==> src/rtl/phy_status_pkg.sv <==
package phy_status_pkg;

  localparam int          ADDR_W          = 5;
  localparam int          DATA_W          = 16;
  localparam int          IRQ_W           = 6;

  // register indexes on the management port
  localparam logic [4:0]  STATUS_ADDR     = 5'h10;
  localparam logic [4:0]  FALSE_CAR_ADDR  = 5'h14;
  localparam logic [4:0]  RX_ERR_ADDR     = 5'h15;
  localparam logic [4:0]  XOVER_CTRL_ADDR = 5'h19;
  localparam logic [4:0]  TEN_BASE_ADDR   = 5'h1A;
  localparam logic [4:0]  IRQ_STAT_ADDR   = 5'h1C;
  localparam logic [4:0]  IRQ_MASK_ADDR   = 5'h1D;

  // status summary field positions
  localparam int          RSVD_BIT        = 15;
  localparam int          XOVER_BIT       = 14;
  localparam int          RX_ERR_BIT      = 13;
  localparam int          POLARITY_BIT    = 12;
  localparam int          FALSE_CAR_BIT   = 11;
  localparam int          SIG_DET_BIT     = 10;
  localparam int          LOCK_BIT        = 9;

  // ten base status/control field position
  localparam int          TB_POLARITY_BIT = 4;

  // crossover control field positions
  localparam int          AUTO_XOVER_BIT  = 1;
  localparam int          FORCE_XOVER_BIT = 0;

  // interrupt field positions
  localparam int          IRQ_RX_ERR      = 0;
  localparam int          IRQ_FALSE_CAR   = 1;
  localparam int          IRQ_POLARITY    = 2;
  localparam int          IRQ_SIG_LOST    = 3;
  localparam int          IRQ_LOCK_LOST   = 4;
  localparam int          IRQ_XOVER_CHG   = 5;

  // reset values
  localparam logic [1:0]  XOVER_CTRL_RST  = 2'h2;
  localparam logic [5:0]  IRQ_MASK_RST    = 6'h00;
  localparam logic [15:0] DATA_ZERO       = 16'h0000;

  typedef struct packed {
    logic              rd;
    logic              wr;
    logic [ADDR_W-1:0] addr;
    logic [DATA_W-1:0] wdata;
  } mgmt_req_t;

  typedef struct packed {
    logic rx_error;
    logic false_carrier;
    logic polarity_inverted;
    logic signal_detect;
    logic descr_lock;
    logic algo_swapped;
  } phy_sources_t;

endpackage

==> src/rtl/phy_status_upper_bits.sv <==
module phy_status_upper_bits (
  input  wire logic                         clock,
  input  wire logic                         nrst,
  input  wire phy_status_pkg::mgmt_req_t    req,
  output logic [phy_status_pkg::DATA_W-1:0] rdata,
  input  wire phy_status_pkg::phy_sources_t src,
  output logic                              irq
);
  import phy_status_pkg::*;

  logic                rd_status;
  logic                rd_rx_err;
  logic                rd_false_car;
  logic                rd_ten_base;
  logic                wr_ctrl;
  logic                wr_irq_stat;
  logic                wr_irq_mask;
  logic                xover_w;
  logic                auto_xover_q;
  logic                force_xover_q;
  logic                xover_prev_q;
  logic                rx_err_q;
  logic                false_car_q;
  logic                polarity_q;
  logic                sig_det_q;
  logic                lock_q;
  logic                sig_prev_q;
  logic                lock_prev_q;
  logic [IRQ_W-1:0]    irq_event;
  logic [IRQ_W-1:0]    irq_stat_q;
  logic [IRQ_W-1:0]    irq_mask_q;
  logic [DATA_W-1:0]   status_w;
  logic [DATA_W-1:0]   rdata_d;
  logic [DATA_W-1:0]   rdata_q;

  assign rd_status    = req.rd && (req.addr == STATUS_ADDR);
  assign rd_rx_err    = req.rd && (req.addr == RX_ERR_ADDR);
  assign rd_false_car = req.rd && (req.addr == FALSE_CAR_ADDR);
  assign rd_ten_base  = req.rd && (req.addr == TEN_BASE_ADDR);
  assign wr_ctrl      = req.wr && (req.addr == XOVER_CTRL_ADDR);
  assign wr_irq_stat  = req.wr && (req.addr == IRQ_STAT_ADDR);
  assign wr_irq_mask  = req.wr && (req.addr == IRQ_MASK_ADDR);

  // crossover control settings
  always_ff @(posedge clock) begin
    if (!nrst) begin
      auto_xover_q  <= XOVER_CTRL_RST[AUTO_XOVER_BIT];
      force_xover_q <= XOVER_CTRL_RST[FORCE_XOVER_BIT];
    end else if (wr_ctrl) begin
      auto_xover_q  <= req.wdata[AUTO_XOVER_BIT];
      force_xover_q <= req.wdata[FORCE_XOVER_BIT];
    end
  end

  // forced wins, auto tracks the algorithm live, otherwise normal pairs
  always_comb begin
    if (force_xover_q) begin
      xover_w = 1'b1;
    end else if (auto_xover_q) begin
      xover_w = src.algo_swapped;
    end else begin
      xover_w = 1'b0;
    end
  end

  // receive error latch, a new event beats the clearing read
  always_ff @(posedge clock) begin
    if (!nrst) begin
      rx_err_q <= 1'b0;
    end else if (src.rx_error) begin
      rx_err_q <= 1'b1;
    end else if (rd_rx_err) begin
      rx_err_q <= 1'b0;
    end
  end

  // false carrier latch
  always_ff @(posedge clock) begin
    if (!nrst) begin
      false_car_q <= 1'b0;
    end else if (src.false_carrier) begin
      false_car_q <= 1'b1;
    end else if (rd_false_car) begin
      false_car_q <= 1'b0;
    end
  end

  // polarity latch shared with the ten base register
  always_ff @(posedge clock) begin
    if (!nrst) begin
      polarity_q <= 1'b0;
    end else if (src.polarity_inverted) begin
      polarity_q <= 1'b1;
    end else if (rd_ten_base) begin
      polarity_q <= 1'b0;
    end
  end

  // latch-low bits, refreshed by a status summary read
  always_ff @(posedge clock) begin
    if (!nrst) begin
      sig_det_q <= 1'b0;
      lock_q    <= 1'b0;
    end else if (rd_status) begin
      sig_det_q <= src.signal_detect;
      lock_q    <= src.descr_lock;
    end else begin
      sig_det_q <= sig_det_q & src.signal_detect;
      lock_q    <= lock_q & src.descr_lock;
    end
  end

  // previous levels for change detection
  always_ff @(posedge clock) begin
    if (!nrst) begin
      sig_prev_q   <= 1'b0;
      lock_prev_q  <= 1'b0;
      xover_prev_q <= 1'b0;
    end else begin
      sig_prev_q   <= src.signal_detect;
      lock_prev_q  <= src.descr_lock;
      xover_prev_q <= xover_w;
    end
  end

  always_comb begin
    irq_event                = '0;
    irq_event[IRQ_RX_ERR]    = src.rx_error;
    irq_event[IRQ_FALSE_CAR] = src.false_carrier;
    irq_event[IRQ_POLARITY]  = src.polarity_inverted && !polarity_q;
    irq_event[IRQ_SIG_LOST]  = sig_prev_q && !src.signal_detect;
    irq_event[IRQ_LOCK_LOST] = lock_prev_q && !src.descr_lock;
    irq_event[IRQ_XOVER_CHG] = xover_prev_q != xover_w;
  end

  // sticky interrupt bits, write one to clear, set wins
  genvar gi;
  generate
    for (gi = 0; gi < IRQ_W; gi++) begin : g_irq
      always_ff @(posedge clock) begin
        if (!nrst) begin
          irq_stat_q[gi] <= 1'b0;
        end else if (irq_event[gi]) begin
          irq_stat_q[gi] <= 1'b1;
        end else if (wr_irq_stat && req.wdata[gi]) begin
          irq_stat_q[gi] <= 1'b0;
        end
      end
    end
  endgenerate

  always_ff @(posedge clock) begin
    if (!nrst) begin
      irq_mask_q <= IRQ_MASK_RST;
    end else if (wr_irq_mask) begin
      irq_mask_q <= req.wdata[IRQ_W-1:0];
    end
  end

  assign irq = |(irq_stat_q & irq_mask_q);

  // status summary view; writes to it are dropped, lower bits not held here
  always_comb begin
    status_w                = DATA_ZERO;
    status_w[RSVD_BIT]      = 1'b0;
    status_w[XOVER_BIT]     = xover_w;
    status_w[RX_ERR_BIT]    = rx_err_q;
    status_w[POLARITY_BIT]  = polarity_q;
    status_w[FALSE_CAR_BIT] = false_car_q;
    status_w[SIG_DET_BIT]   = sig_det_q;
    status_w[LOCK_BIT]      = lock_q;
  end

  always_comb begin
    rdata_d = DATA_ZERO;
    if (req.rd) begin
      case (req.addr)
        STATUS_ADDR: begin
          rdata_d = status_w;
        end
        TEN_BASE_ADDR: begin
          rdata_d[TB_POLARITY_BIT] = polarity_q;
        end
        XOVER_CTRL_ADDR: begin
          rdata_d[AUTO_XOVER_BIT]  = auto_xover_q;
          rdata_d[FORCE_XOVER_BIT] = force_xover_q;
        end
        IRQ_STAT_ADDR: begin
          rdata_d[IRQ_W-1:0] = irq_stat_q;
        end
        IRQ_MASK_ADDR: begin
          rdata_d[IRQ_W-1:0] = irq_mask_q;
        end
        default: begin
          rdata_d = DATA_ZERO;
        end
      endcase
    end
  end

  always_ff @(posedge clock) begin
    if (!nrst) begin
      rdata_q <= DATA_ZERO;
    end else begin
      rdata_q <= rdata_d;
    end
  end

  assign rdata = rdata_q;
endmodule

==> config.mk <==
export PLATFORM = sky130hd
export DESIGN_NAME = phy_status_upper_bits
export DESIGN_NICKNAME = d
export VERILOG_FILES = /design/src/rtl/phy_status_pkg.sv /design/src/rtl/phy_status_upper_bits.sv
export SDC_FILE = /design/constraint.sdc
export NUM_CORES = 1
export LEC_CHECK = 0
export BUFFER_PORTS_ARGS = -buffer_cell sky130_fd_sc_hd__clkbuf_2
export CORE_MARGIN = 2
export CORE_UTILIZATION = 35
export CTS_BUF_LIST = sky130_fd_sc_hd__clkbuf_2 sky130_fd_sc_hd__clkbuf_4 sky130_fd_sc_hd__clkbuf_8
export DETAILED_ROUTE_END_ITERATION = 8
export GPL_TIMING_DRIVEN = 1
export SYNTH_ARGS = -nofsm -noshare
export SYNTH_HDL_FRONTEND = slang
export SYNTH_SLANG_ARGS = --single-unit
==> constraint.sdc <==
create_clock -name clock -period 0.9 [get_ports clock]
set_input_delay 0.045 -clock clock [delete_from_list [all_inputs] [get_ports clock]]
set_output_delay 0.045 -clock clock [all_outputs]
set_load 0.02 [all_outputs]
## Yosys cells after proc, flatten, opt, wreduce, memory -nomap -nowiden

Index checks and enable logic that the tools add are counted.

| operators by class | value |
|---|---|
| equality and inequality tests | 8 |
| muxes and demuxes | 26 |
| bitwise logic cells | 3 |
| reductions and logical operators | 31 |

Operator list:

| cell | number |
|---|---|
| equality test 5 bit (second input constant) | 7 |
| two-way mux 1 bit | 22 |
| nonzero test 2 bit | 9 |
| logical AND 1 bit | 16 |
| AND 6 bit | 1 |
| case mux 2 bit (3 select lines) | 1 |
| OR reduction 6 bit | 1 |
| case mux 2 bit (2 select lines) | 1 |
| zero test 1 bit | 3 |
| case mux 1 bit (3 select lines) | 1 |
| AND reduction 3 bit | 1 |
| AND 1 bit | 2 |
| case mux 1 bit (2 select lines) | 1 |
| AND reduction 2 bit | 1 |
| inequality test 1 bit | 1 |

| word-level totals | value |
|---|---|
| register bits | 38 |
| input port bits | 31 |
| output and inout port bits | 17 |
| logic and storage cells | 87 |

## Logic depth before layout (Yosys ltp)

Gate-level depths: netlist of run 1.

| depth | value |
|---|---|
| depth after elaboration | 5 |
| mapped depth | 5 |
| depth with buffers taken out | 3 |

## Least setup slack after synthesis of run 1

OpenSTA, ideal clock, no wires.

| timing | value |
|---|---|
| path type | input -> register |
| start point | input port req[16] in the netlist's numbering |
| end point | register auto_xover_q |
| setup time | 120 ps |
| data arrival time | 832 ps |
| data required time | 780 ps |
| setup slack | -51 ps |
| stages | 4 |
| buffers on the path | 1 |
| path through | buf_2 > nand2_1 > o31a_1 > a211o_1 |

| between the ends | value |
|---|---|
| cells in the longest elaborated chain, start to end | 2 |

Ends and longest elaborated chain:

| what | line | source |
|---|---|---|
| start: declaration | phy_status_upper_bits.sv:4 | `input wire phy_status_pkg::mgmt_req_t req,` |
| equality test 5 bit | phy_status_upper_bits.sv:40 | `assign wr_ctrl = req.wr && (req.addr == XOVER_CTRL_ADDR);` |
| logical AND 1 bit | phy_status_upper_bits.sv:40 |  |
| end signal: assignment | phy_status_upper_bits.sv:47 | `auto_xover_q <= XOVER_CTRL_RST[AUTO_XOVER_BIT];` |
| end signal: assignment | phy_status_upper_bits.sv:50 | `auto_xover_q <= req.wdata[AUTO_XOVER_BIT];` |
| end: declaration | phy_status_upper_bits.sv:19 | `logic auto_xover_q;` |

No other way between the ends.
A chain may end at the register's enable or synchronous reset.

## Worst setup path in the final report of run 1

| timing | value |
|---|---|
| start point | register irq_stat_q[0] |
| end point | output port irq |

| between the ends | value |
|---|---|
| cells in the longest elaborated chain, start to end | 2 |

Ends and longest elaborated chain:

| what | line | source |
|---|---|---|
| start: declaration | phy_status_upper_bits.sv:30 | `logic [IRQ_W-1:0] irq_stat_q;` |
| start signal: indexed assignment | phy_status_upper_bits.sv:142 | `irq_stat_q[gi] <= 1'b0;` |
| start signal: indexed assignment | phy_status_upper_bits.sv:144 | `irq_stat_q[gi] <= 1'b1;` |
| start signal: indexed assignment | phy_status_upper_bits.sv:146 | `irq_stat_q[gi] <= 1'b0;` |
| AND 6 bit | phy_status_upper_bits.sv:160 | `assign irq = \|(irq_stat_q & irq_mask_q);` |
| OR reduction 6 bit | phy_status_upper_bits.sv:160 |  |
| end: declaration | phy_status_upper_bits.sv:7 | `output logic irq` |

No other way between the ends.

==> results of run 1 <==
[cells in the final DEF, fill, tap and decap left out, types with 5 or more instances in the layout]
cell      instances
and2_2            5
dfxtp_2           5
clkbuf_2         32
nor2b_1           8
nand2_1          15
mux2i_1          10
o21ai_0           8
clkbuf_8          6
dfxtp_1          29
buf_4            12
nor2_1            5
[per-layer routing]
metal	global-route usage (%)	wire length (um)	share of wire [%]	up-vias
met2	23.6	1650	48	30
met4	4.58	42	1.2	0
met5	0	0	0	-
li1	-	-	-	629
met1	19.2	1610	47	560
met3	4.39	149	4.3	4
[worst max-delay path, delay by kind of cell, from the launching register on]
kind / cells / cell delay [ns]
AND/OR/NAND/NOR: 1 / 0.10
AO/OA/AOI/OAI: 1 / 0.11
flip-flops: 1 / 0.31
buffers and inverters: 2 / 0.29
[synth_stat cells (all sizes together)]
master | n | area, sq um
o21ai | 8 | 40.0
nor3 | 1 | 5.00
a32oi | 3 | 26.3
nand3 | 2 | 10.0
a22oi | 3 | 22.5
nor4 | 3 | 18.8
mux2i | 10 | 100
a41oi | 1 | 8.76
dfxtp | 34 | 681
xor2 | 1 | 8.76
a31oi | 2 | 12.5
mux2 | 2 | 22.5
nor2b | 10 | 62.6
nor4b | 1 | 23.8
and4b | 1 | 11.3
a211oi | 1 | 7.51
a211o | 1 | 8.76
o31a | 1 | 8.76
conb | 1 | 3.75
nand2 | 16 | 60.1
buf | 8 | 56.3
a21oi | 4 | 20.0
o41ai | 1 | 8.76
and2b | 2 | 16.3
and2 | 7 | 50.1
nand3b | 4 | 30.0
inv | 4 | 15.0
nand4 | 1 | 6.26
nand4b | 1 | 23.8
clkbuf | 2 | 7.51
and3b | 1 | 10.0
nor2 | 6 | 30.0
o21a | 2 | 15.0
a21boi | 3 | 22.5
nor3b | 2 | 25.0
[state kept, by name, summed over array words and instances (netlist names)]
name           count
auto_xover_q       1
false_car_q        1
force_xover_q      1
irq_mask_q         6
irq_stat_q         6
lock_prev_q        1
lock_q             1
polarity_q         1
rdata             12
rx_err_q           1
sig_det_q          1
sig_prev_q         1
xover_prev_q       1
[per-stage QoR]
stage          util, %  setup TNS [ns]  instances  setup slack (ns)  hold WS, ns
5_1_grt           48.5          -0.485        250            -0.283       0.0101
3_3_place_gp      44.5           -2.81        241            -0.156        0.266
2_1_floorplan        -               0        153            0.0170        0.152
4_1_cts           47.7          -0.325        250            -0.257      0.00475
6_report          48.5          -0.311        250            -0.236      0.00921
3_5_place_dp      44.5           -3.69        241            -0.180        0.266
[layout make-up]
cell class	instances	area (sq um)
clock buffer	5	68.8
clock inverter	2	10.0
fill	384	2070
inverter	4	15.0
multi-input combinational	105	776
sequential	34	687
tap	50	62.6
timing repair buffer	50	335
[cell families (layout without fill, tap and decap cells)]
group / Yosys count / count (layout)
and+or+nand+nor: 58 / 58
DFF: 34 / 34
AOI/OAI and AO/OA: 30 / 30
buffers and inverters: 14 / 61
muxes: 12 / 12
other: 1 / 4
xor gates and xnor gates: 1 / 1
[report_power, final]
part | switching (W) | internal [W] | leakage, nW
combinational | 0.000182 | 0.000166 | 0.516
clock | 0.000521 | 0.000518 | 0.0438
sequential | 0.0000277 | 0.00155 | 0.278
total | 0.000730 | 0.00223 | 0.838
[repair_timing]
| action | in CTS | in global routing |
|---|---|---|
| hold buffers | 2 | 0 |
| pin swaps | 3 | 2 |
| setup endpoints to repair | 7 | 7 |
| gates resized for setup | 11 | 6 |
| endpoints found under the hold margin | 2 | 0 |
[path summary, 6_finish.rpt]
| kind | start | to | slack (ns) | cells past startpoint |
|---|---|---|---|---|
| setup / recovery | irq_stat_q[0]$_SDFFE_PN0P_ | irq | -0.24 | 4 |
| hold / removal | req[3] | irq_mask_q[3]$_SDFFE_PN0P_ | 0.009 | 3 |
| hold reg to reg | sig_det_q$_SDFF_PN0_ | sig_det_q$_SDFF_PN0_ | 0.46 | 1 |
| setup reg to reg | irq_mask_q[0]$_SDFFE_PN0P_ | rdata[0]$_SDFF_PN0_ | -0.04 | 3 |
==> impl_metrics.env, run 1 <==
export IMPL_status="finished, violations left"
export IMPL_violations="setup timing"
export IMPL_finalNetCount=231
export IMPL_grt_total_usage_pct=14.8
export IMPL_cts_root_buf="clkbuf_8"
export IMPL_initial_utilization_pct=36.7
export IMPL_crit_arrival_ns=1.09
export IMPL_firstDrtPassIters=4
export IMPL_yosysSeqAreaShare_pct=46.0
export IMPL_drv_slew=0
export IMPL_insertion_delay_ns=0.28
export IMPL_synthDistinctLibCells=40
export IMPL_crit_type="reg2out"
export IMPL_finalCritPeriodShare_pct=126
export IMPL_io_pins=48
export IMPL_drv_cap=0
export IMPL_rsz0062_at_grt="true"
export IMPL_synth_simple_area_share_pct=25.9
export IMPL_powerDensity_nw_per_um2=1520
export IMPL_wl_um=3450
export IMPL_hold_violations=0
export IMPL_htree_levels=2
export IMPL_synth_mux_area_share_pct=8.29
export IMPL_grt_ovfl_total=0
export IMPL_viasPerCell=4.89
export IMPL_cts_reportedPaths_clkPinSlew_ns=0.06
export IMPL_worstPathCellList="buf_4, a22oi_2, nand3_1, clkbuf_8"
export IMPL_antennaDiodeCount=0
export IMPL_place_congestion=0.822
export IMPL_peakVddDrop_v=0.000694
export IMPL_core_area_sq_um=4030
export IMPL_synth_compound_area_share_pct=13.6
export IMPL_grt_pass1_vias=1199
export IMPL_start_kind="register"
export IMPL_fin_crit_ns=1.14
export IMPL_hp_class="in2reg"
export IMPL_leakage_nw=0.838
export IMPL_endpoint_kind="output pin"
export IMPL_ant_nets=0
export IMPL_dpl_hpwl_um=2620
export IMPL_synth_xor_area_share_pct=0.592
export IMPL_finalSetupViolCount=5
export IMPL_syn_area_sq_um=1480
export IMPL_fin_area_sq_um=1950
export IMPL_yosysWarnings=0
export IMPL_ys_ff_latch=34
export IMPL_vias=1223
export IMPL_power_w=0.00296
export IMPL_cpPeakStageDelay_ns=0.31
export IMPL_grt_start_max_net_pins=29
export IMPL_routedWlPerCell_um=13.8
export IMPL_synth_area_per_cell_sq_um=9.86
export IMPL_synthAdderAreaFrac_pct=0
export IMPL_crit_required_ns=0.85
export IMPL_drc=0
export IMPL_post_cts_buffers=0
export IMPL_die_area_sq_um=4760
export IMPL_fp_dieW_um=69.0
export IMPL_post_route_cells_drive_above_1_share_pct=41.5
export IMPL_fmax_mhz=880
export IMPL_cts_max_path_buffers=2
export IMPL_cts_sinks=34
export IMPL_cts_buffers=5
export IMPL_clock_skew_ns=0.00507
export IMPL_synthCells=150
export IMPL_synth_top_family_by_area="simple AND/OR/NAND/NOR gates"
export IMPL_row_count=23
export IMPL_grt_pass1_wl_um=5660
export IMPL_port_buffers=33
export IMPL_grt_antenna_before_repair=0
export IMPL_critPathSlowestCell="dfxtp_1"
export IMPL_die_y_um=69.0
export IMPL_path_max_fanout=2
export IMPL_drt_iter0_drc=71
export IMPL_place_area_sq_um=1790
export IMPL_cts_tree="done"
export IMPL_syn_to_final_growth_pct=32.1
export IMPL_layout_setup_ws_ns=-0.236
Note: power is estimated with default switching activity, not from simulation.
==> run 2, diff against run 1 <==
--- a/config.mk
+++ b/config.mk
@@ -6,11 +6,13 @@
 export NUM_CORES = 1
 export LEC_CHECK = 0
 export BUFFER_PORTS_ARGS = -buffer_cell sky130_fd_sc_hd__clkbuf_2
+export CAP_MARGIN = 40
 export CORE_MARGIN = 2
 export CORE_UTILIZATION = 35
 export CTS_BUF_LIST = sky130_fd_sc_hd__clkbuf_2 sky130_fd_sc_hd__clkbuf_4 sky130_fd_sc_hd__clkbuf_8
 export DETAILED_ROUTE_END_ITERATION = 8
 export GPL_TIMING_DRIVEN = 1
+export PLACE_DENSITY = 0.71
 export SYNTH_ARGS = -nofsm -noshare
 export SYNTH_HDL_FRONTEND = slang
 export SYNTH_SLANG_ARGS = --single-unit
==> run 2 against run 1 <==
Effect of this change:
- the run still ends with setup timing left
- register-to-register slack about the same
- setup slack improved by 0.027 ns
- global-route usage up 0.26 points
- flip-flop and latch count is the same
- hold slack got worse by 0.0048 ns
- first-iteration DRC count shrank 27%
- non-clock buffer count rose by 12
- critical path type unchanged
- largest cell class unchanged
- highest routed layer unchanged
==> impl_metrics.env, run 2 (synthesis gave the netlist of run 1 again) <==
export IMPL_pre_cts_slack_ns=-0.189
export IMPL_status="finished, violations left"
export IMPL_clock_skew_ns=0.00344
export IMPL_core_area_sq_um=4030
export IMPL_dpl_hpwl_um=2600
export IMPL_p_switching_w=0.000780
export IMPL_cts_root_buf="clkbuf_8"
export IMPL_leakage_nw=0.934
export IMPL_start_kind="register"
export IMPL_grt_pass1_vias=1291
export IMPL_grt_antenna_before_repair=0
export IMPL_layout_common_cells="32 x clkbuf_2, 23 x dfxtp_1, 22 x buf_4, 15 x nand2_1, 11 x dfxtp_2"
export IMPL_drv_cap=0
export IMPL_fp_dieW_um=69.0
export IMPL_io_pins=48
export IMPL_peakVddDrop_v=0.00101
export IMPL_layout_setup_ws_ns=-0.209
export IMPL_placed_cells=246
export IMPL_port_buffers=33
export IMPL_cts_tree="done"
export IMPL_cts_buffers=5
export IMPL_fillCellCount=383
export IMPL_antennaDiodeCount=0
export IMPL_crit_required_ns=0.85
export IMPL_drt_iter0_drc=52
export IMPL_rsz0062_at_grt="true"
export IMPL_die_area_sq_um=4760
export IMPL_row_count=23
export IMPL_drc=0
export IMPL_setup_tns_ns=-0.306
export IMPL_viasPerCell=4.82
export IMPL_grt_pass1_wl_um=5730
export IMPL_initial_utilization_pct=36.7
export IMPL_fin_area_sq_um=2130
export IMPL_internal_power_w=0.00292
export IMPL_crit_type="reg2out"
export IMPL_routedWlPerCell_um=13.1
export IMPL_largest_reg_flops=12
export IMPL_path_max_fanout=2
export IMPL_endpoint_kind="output pin"
export IMPL_vias=1267
export IMPL_place_area_sq_um=1810
export IMPL_grt_ovfl_total=0
export IMPL_grt_start_max_net_pins=18
export IMPL_place_congestion=0.776
export IMPL_pwr_share_comb_pct=10.2
export IMPL_hold_violations=0
export IMPL_pwr_share_seq_pct=42.7
export IMPL_fin_crit_ns=1.11
export IMPL_wl_um=3450
export IMPL_drv_slew=0
export IMPL_insertion_delay_ns=0.28
export IMPL_finalCritPeriodShare_pct=123
export IMPL_cts_max_path_buffers=2
export IMPL_firstDrtPassIters=4
export IMPL_sw_frac_of_total_pct=21.1
export IMPL_finalSetupViolCount=4
export IMPL_grt_total_usage_pct=15.0
export IMPL_htree_levels=2
export IMPL_die_y_um=69.0
export IMPL_cts_reportedPaths_clkPinSlew_ns=0.07
export IMPL_final_common_cell="clkbuf_2"
export IMPL_power_w=0.00370
export IMPL_crit_arrival_ns=1.06
export IMPL_syn_to_final_growth_pct=43.7
export IMPL_powerDensity_nw_per_um2=1740
export IMPL_finalNetCount=243
export IMPL_ant_nets=0
export IMPL_violations="setup timing"
export IMPL_clockPowerShare_pct=47.2
export IMPL_cts_sinks=34
export IMPL_final_cells=263
export IMPL_post_route_cells_drive_above_1_share_pct=47.4
export IMPL_fmax_mhz=902
export IMPL_hp_class="in2reg"
run 2: cell type report:
class / instances / area [sq um] / area share, %
clock buffers: 6 / 82.6 / 3.88
clock inverters: 2 / 60.1 / 2.83
inverters: 4 / 15.0 / 0.706
multi-input cells: 105 / 800 / 37.6
flip-flops and latches: 34 / 694 / 32.7
well taps: 50 / 62.6 / 2.94
repair buffers: 62 / 412 / 19.4
run 2: routing by layer:
layer	wire, um	GRT usage [%]
met3	165	5.70
met1	1510	17.3
met5	0	0
met2	1720	25.6
met4	51	4.79
run 2: final timing paths:
path	start	end	slack, ns	cells past startpoint
setup / recovery	irq_stat_q[3]$_SDFFE_PN0P_	irq	-0.21	3
hold / removal	req[2]	irq_mask_q[2]$_SDFFE_PN0P_	0.004	3
setup reg to reg	irq_stat_q[1]$_SDFFE_PN0P_	rdata[1]$_SDFF_PN0_	-0.04	3
hold reg to reg	lock_q$_SDFF_PN0_	lock_q$_SDFF_PN0_	0.47	1
run 2: what timing repair did:
| action | CTS | global route |
|---|---|---|
| buffers inserted | 3 | 0 |
| gates resized for setup | 19 | 10 |
| setup endpoints to repair | 6 | 7 |
| pin swaps | 7 | 6 |
| endpoints found under the hold margin | 5 | 0 |
| hold buffers | 6 | 0 |
run 2: worst max-delay path, cell delays in order, from the launching register on:
cell and delay, ns:
dfxtp_2 0.33, a22oi_2 0.20, nand3_2 0.11, buf_8 0.14
run 2: per-stage QoR:
step	util [%]	hold slack, ns
floorplan	-	0.152
global placement	44.8	0.257
detailed placement	44.8	0.264
CTS	51.9	0.0000995
global route	52.8	0.0214
finish	52.8	0.00446
run 2: power groups by stage:
stage	Sequential, W	Combinational, W	Clock, W
finish	0.00158	0.000376	0.00174
global route	0.00158	0.000410	0.00185
detailed placement	0.00160	0.000325	0
floorplan	0.00160	0.000191	0
CTS	0.00158	0.000367	0.00178
global placement	0.00160	0.000317	0
==> run 3, diff against run 2 <==
--- a/config.mk
+++ b/config.mk
@@ -12,7 +12,7 @@
 export CTS_BUF_LIST = sky130_fd_sc_hd__clkbuf_2 sky130_fd_sc_hd__clkbuf_4 sky130_fd_sc_hd__clkbuf_8
 export DETAILED_ROUTE_END_ITERATION = 8
 export GPL_TIMING_DRIVEN = 1
-export PLACE_DENSITY = 0.71
+export PLACE_DENSITY = 0.69
 export SYNTH_ARGS = -nofsm -noshare
 export SYNTH_HDL_FRONTEND = slang
 export SYNTH_SLANG_ARGS = --single-unit
==> run 3 against run 2 <==
Effect of this change:
- the run still ends with setup timing left
- setup slack got worse by 0.0047 ns
- clock skew rose by 0.0050 ns
- highest routed layer unchanged
- total power fell by 15%
- sequential share of layout area rose by 0.61 points
- non-clock buffer count rose by 1
- critical path type unchanged
- combinational power barely moved
- routed wire length fell by 2.6%
- maximum frequency fell by 0.42%
- count of clock-buffer cells in the layout rose by 1
- hold slack improved by 0.0049 ns
==> impl_metrics.env, run 3 (synthesis gave the netlist of run 1 again) <==
export IMPL_crit_required_ns=0.85
export IMPL_hp_class="in2reg"
export IMPL_ant_nets=0
export IMPL_hold_depth=3
export IMPL_port_buffers=33
export IMPL_violations="setup timing"
export IMPL_cts_buffers=5
export IMPL_post_route_cells_drive_above_1_share_pct=44.9
export IMPL_row_count=23
export IMPL_placed_cells=247
export IMPL_core_area_sq_um=4030
export IMPL_drv_slew=0
export IMPL_fin_area_sq_um=2080
export IMPL_start_kind="register"
export IMPL_drt_iter0_drc=32
export IMPL_place_area_sq_um=1830
export IMPL_status="finished, violations left"
export IMPL_grt_start_max_net_pins=29
export IMPL_largest_reg_flops=12
export IMPL_powerDensity_nw_per_um2=1510
export IMPL_crit_arrival_ns=1.07
export IMPL_firstDrtPassIters=5
export IMPL_grt_ovfl_total=0
export IMPL_endpoint_kind="output pin"
export IMPL_cts_tree="done"
export IMPL_cts_sinks=34
export IMPL_path_max_fanout=2
export IMPL_htree_levels=2
export IMPL_worst_r2r_cell_count=3
export IMPL_finalCritPeriodShare_pct=124
export IMPL_initial_utilization_pct=36.7
export IMPL_grt_pass1_vias=1211
export IMPL_cts_max_path_buffers=2
export IMPL_die_y_um=69.0
export IMPL_die_area_sq_um=4760
export IMPL_layout_setup_ws_ns=-0.213
export IMPL_finalNetCount=244
export IMPL_fp_dieW_um=69.0
export IMPL_grt_antenna_before_repair=0
export IMPL_setup_tns_ns=-0.345
export IMPL_rrSetupSlack_ns=-0.07
export IMPL_fmax_mhz=898
export IMPL_cts_reportedPaths_clkPinSlew_ns=0.07
export IMPL_routedWlPerCell_um=12.7
export IMPL_r2r_start="irq_stat_q[0]$_SDFFE_PN0P_"
export IMPL_critPathLaunch="irq_stat_q[3]$_SDFFE_PN0P_"
export IMPL_layout_common_cells="32 x clkbuf_2, 26 x dfxtp_1, 21 x buf_4, 15 x nand2_1, 10 x mux2i_1"
export IMPL_final_common_cell="clkbuf_2"
export IMPL_fin_crit_ns=1.11
export IMPL_io_pins=48
export IMPL_leakage_nw=0.904
export IMPL_peakVddDrop_v=0.000649
export IMPL_drv_cap=0
export IMPL_antennaDiodeCount=0
export IMPL_rsz0062_at_grt="true"
export IMPL_fin_util_pct=51.5
export IMPL_fillCellCount=371
export IMPL_cts_root_buf="clkbuf_8"
export IMPL_viasPerCell=4.83
export IMPL_wl_um=3360
export IMPL_grt_total_usage_pct=14.9
export IMPL_drc=0
export IMPL_final_cells=264
export IMPL_syn_to_final_growth_pct=40.4
export IMPL_dpl_hpwl_um=2510
export IMPL_vias=1276
export IMPL_hold_violations=0
export IMPL_insertion_delay_ns=0.29
export IMPL_place_congestion=0.796
export IMPL_timing_rr_end="rdata[0]$_SDFF_PN0_"
export IMPL_grt_pass1_wl_um=5580
export IMPL_finalSetupViolCount=4
export IMPL_min_from="src[5]"
export IMPL_clock_skew_ns=0.00845
export IMPL_crit_type="reg2out"
export IMPL_endpoint="irq"
run 3: cell types whose count changed in the layout (fill, tap and decap cells not counted), sizes merged:
cell and delta:
bufinv -2, dlygate4sd3 +1, clkinv +1, clkbuf +1
run 3: worst max-delay path: stages, from the launching register on:
cell     delay, ns
dfxtp_2       0.32
a22oi_2       0.20
nand3_2       0.12
buf_8         0.14
run 3: area by class of cell:
class                   instances  area (sq um)  share of cell area (%)
multi-input cells             105           778                    37.5
flip-flops and latches         34           691                    33.3
repair buffers                 63           434                    20.9
clock buffers                   7          90.1                    4.34
well taps                      50          62.6                    3.01
inverters                       4          15.0                   0.723
clock inverters                 1          5.00                   0.241
run 3: stage by stage:
stage | hold WS [ns] | power, W | worst slack (ns)
after floorplan | 0.152 | 0.00179 | 0.0170
after global placement | 0.261 | 0.00193 | -0.158
after detailed placement | 0.267 | 0.00194 | -0.191
after CTS | 0.00152 | 0.00316 | -0.237
after global routing | 0.0159 | 0.00329 | -0.271
final | 0.00940 | 0.00314 | -0.213
run 3: metal layers:
metal	part of all wire (%)	wire (um)	vias to the layer above	track usage, %
li1	-	-	647	-
met3	5.4	183	2	5.99
met2	49	1650	36	24.9
met1	45	1510	591	16.5
met5	0	0	-	0
met4	0.54	18	0	6.54
run 3: power breakdown:
part           leakage (nW)  total, W  switching [W]  internal [W]
clock                0.0517   0.00118       0.000537      0.000647
sequential            0.279   0.00158      0.0000302       0.00155
combinational         0.573  0.000374       0.000183      0.000191
total                 0.904   0.00314       0.000750       0.00239
run 3: timing repair:
action	4_1_cts	5_1_grt
setup endpoints to repair	5	8
hold endpoints to repair	6	0
pin swaps	7	7
hold buffers	7	0
setup buffers	1	1
gates resized for setup	15	7
run 3: how the worst min path moves through the flow:
stage	end	slack, ns
3_3_place_gp	irq_stat_q[0]$_SDFFE_PN0P_	0.26
3_5_place_dp	irq_stat_q[0]$_SDFFE_PN0P_	0.27
4_1_cts	irq_stat_q[0]$_SDFFE_PN0P_	0.002
5_1_grt	irq_stat_q[0]$_SDFFE_PN0P_	0.02
6_report	irq_stat_q[0]$_SDFFE_PN0P_	0.009
2_1_floorplan	irq_stat_q[1]$_SDFFE_PN0P_	0.15
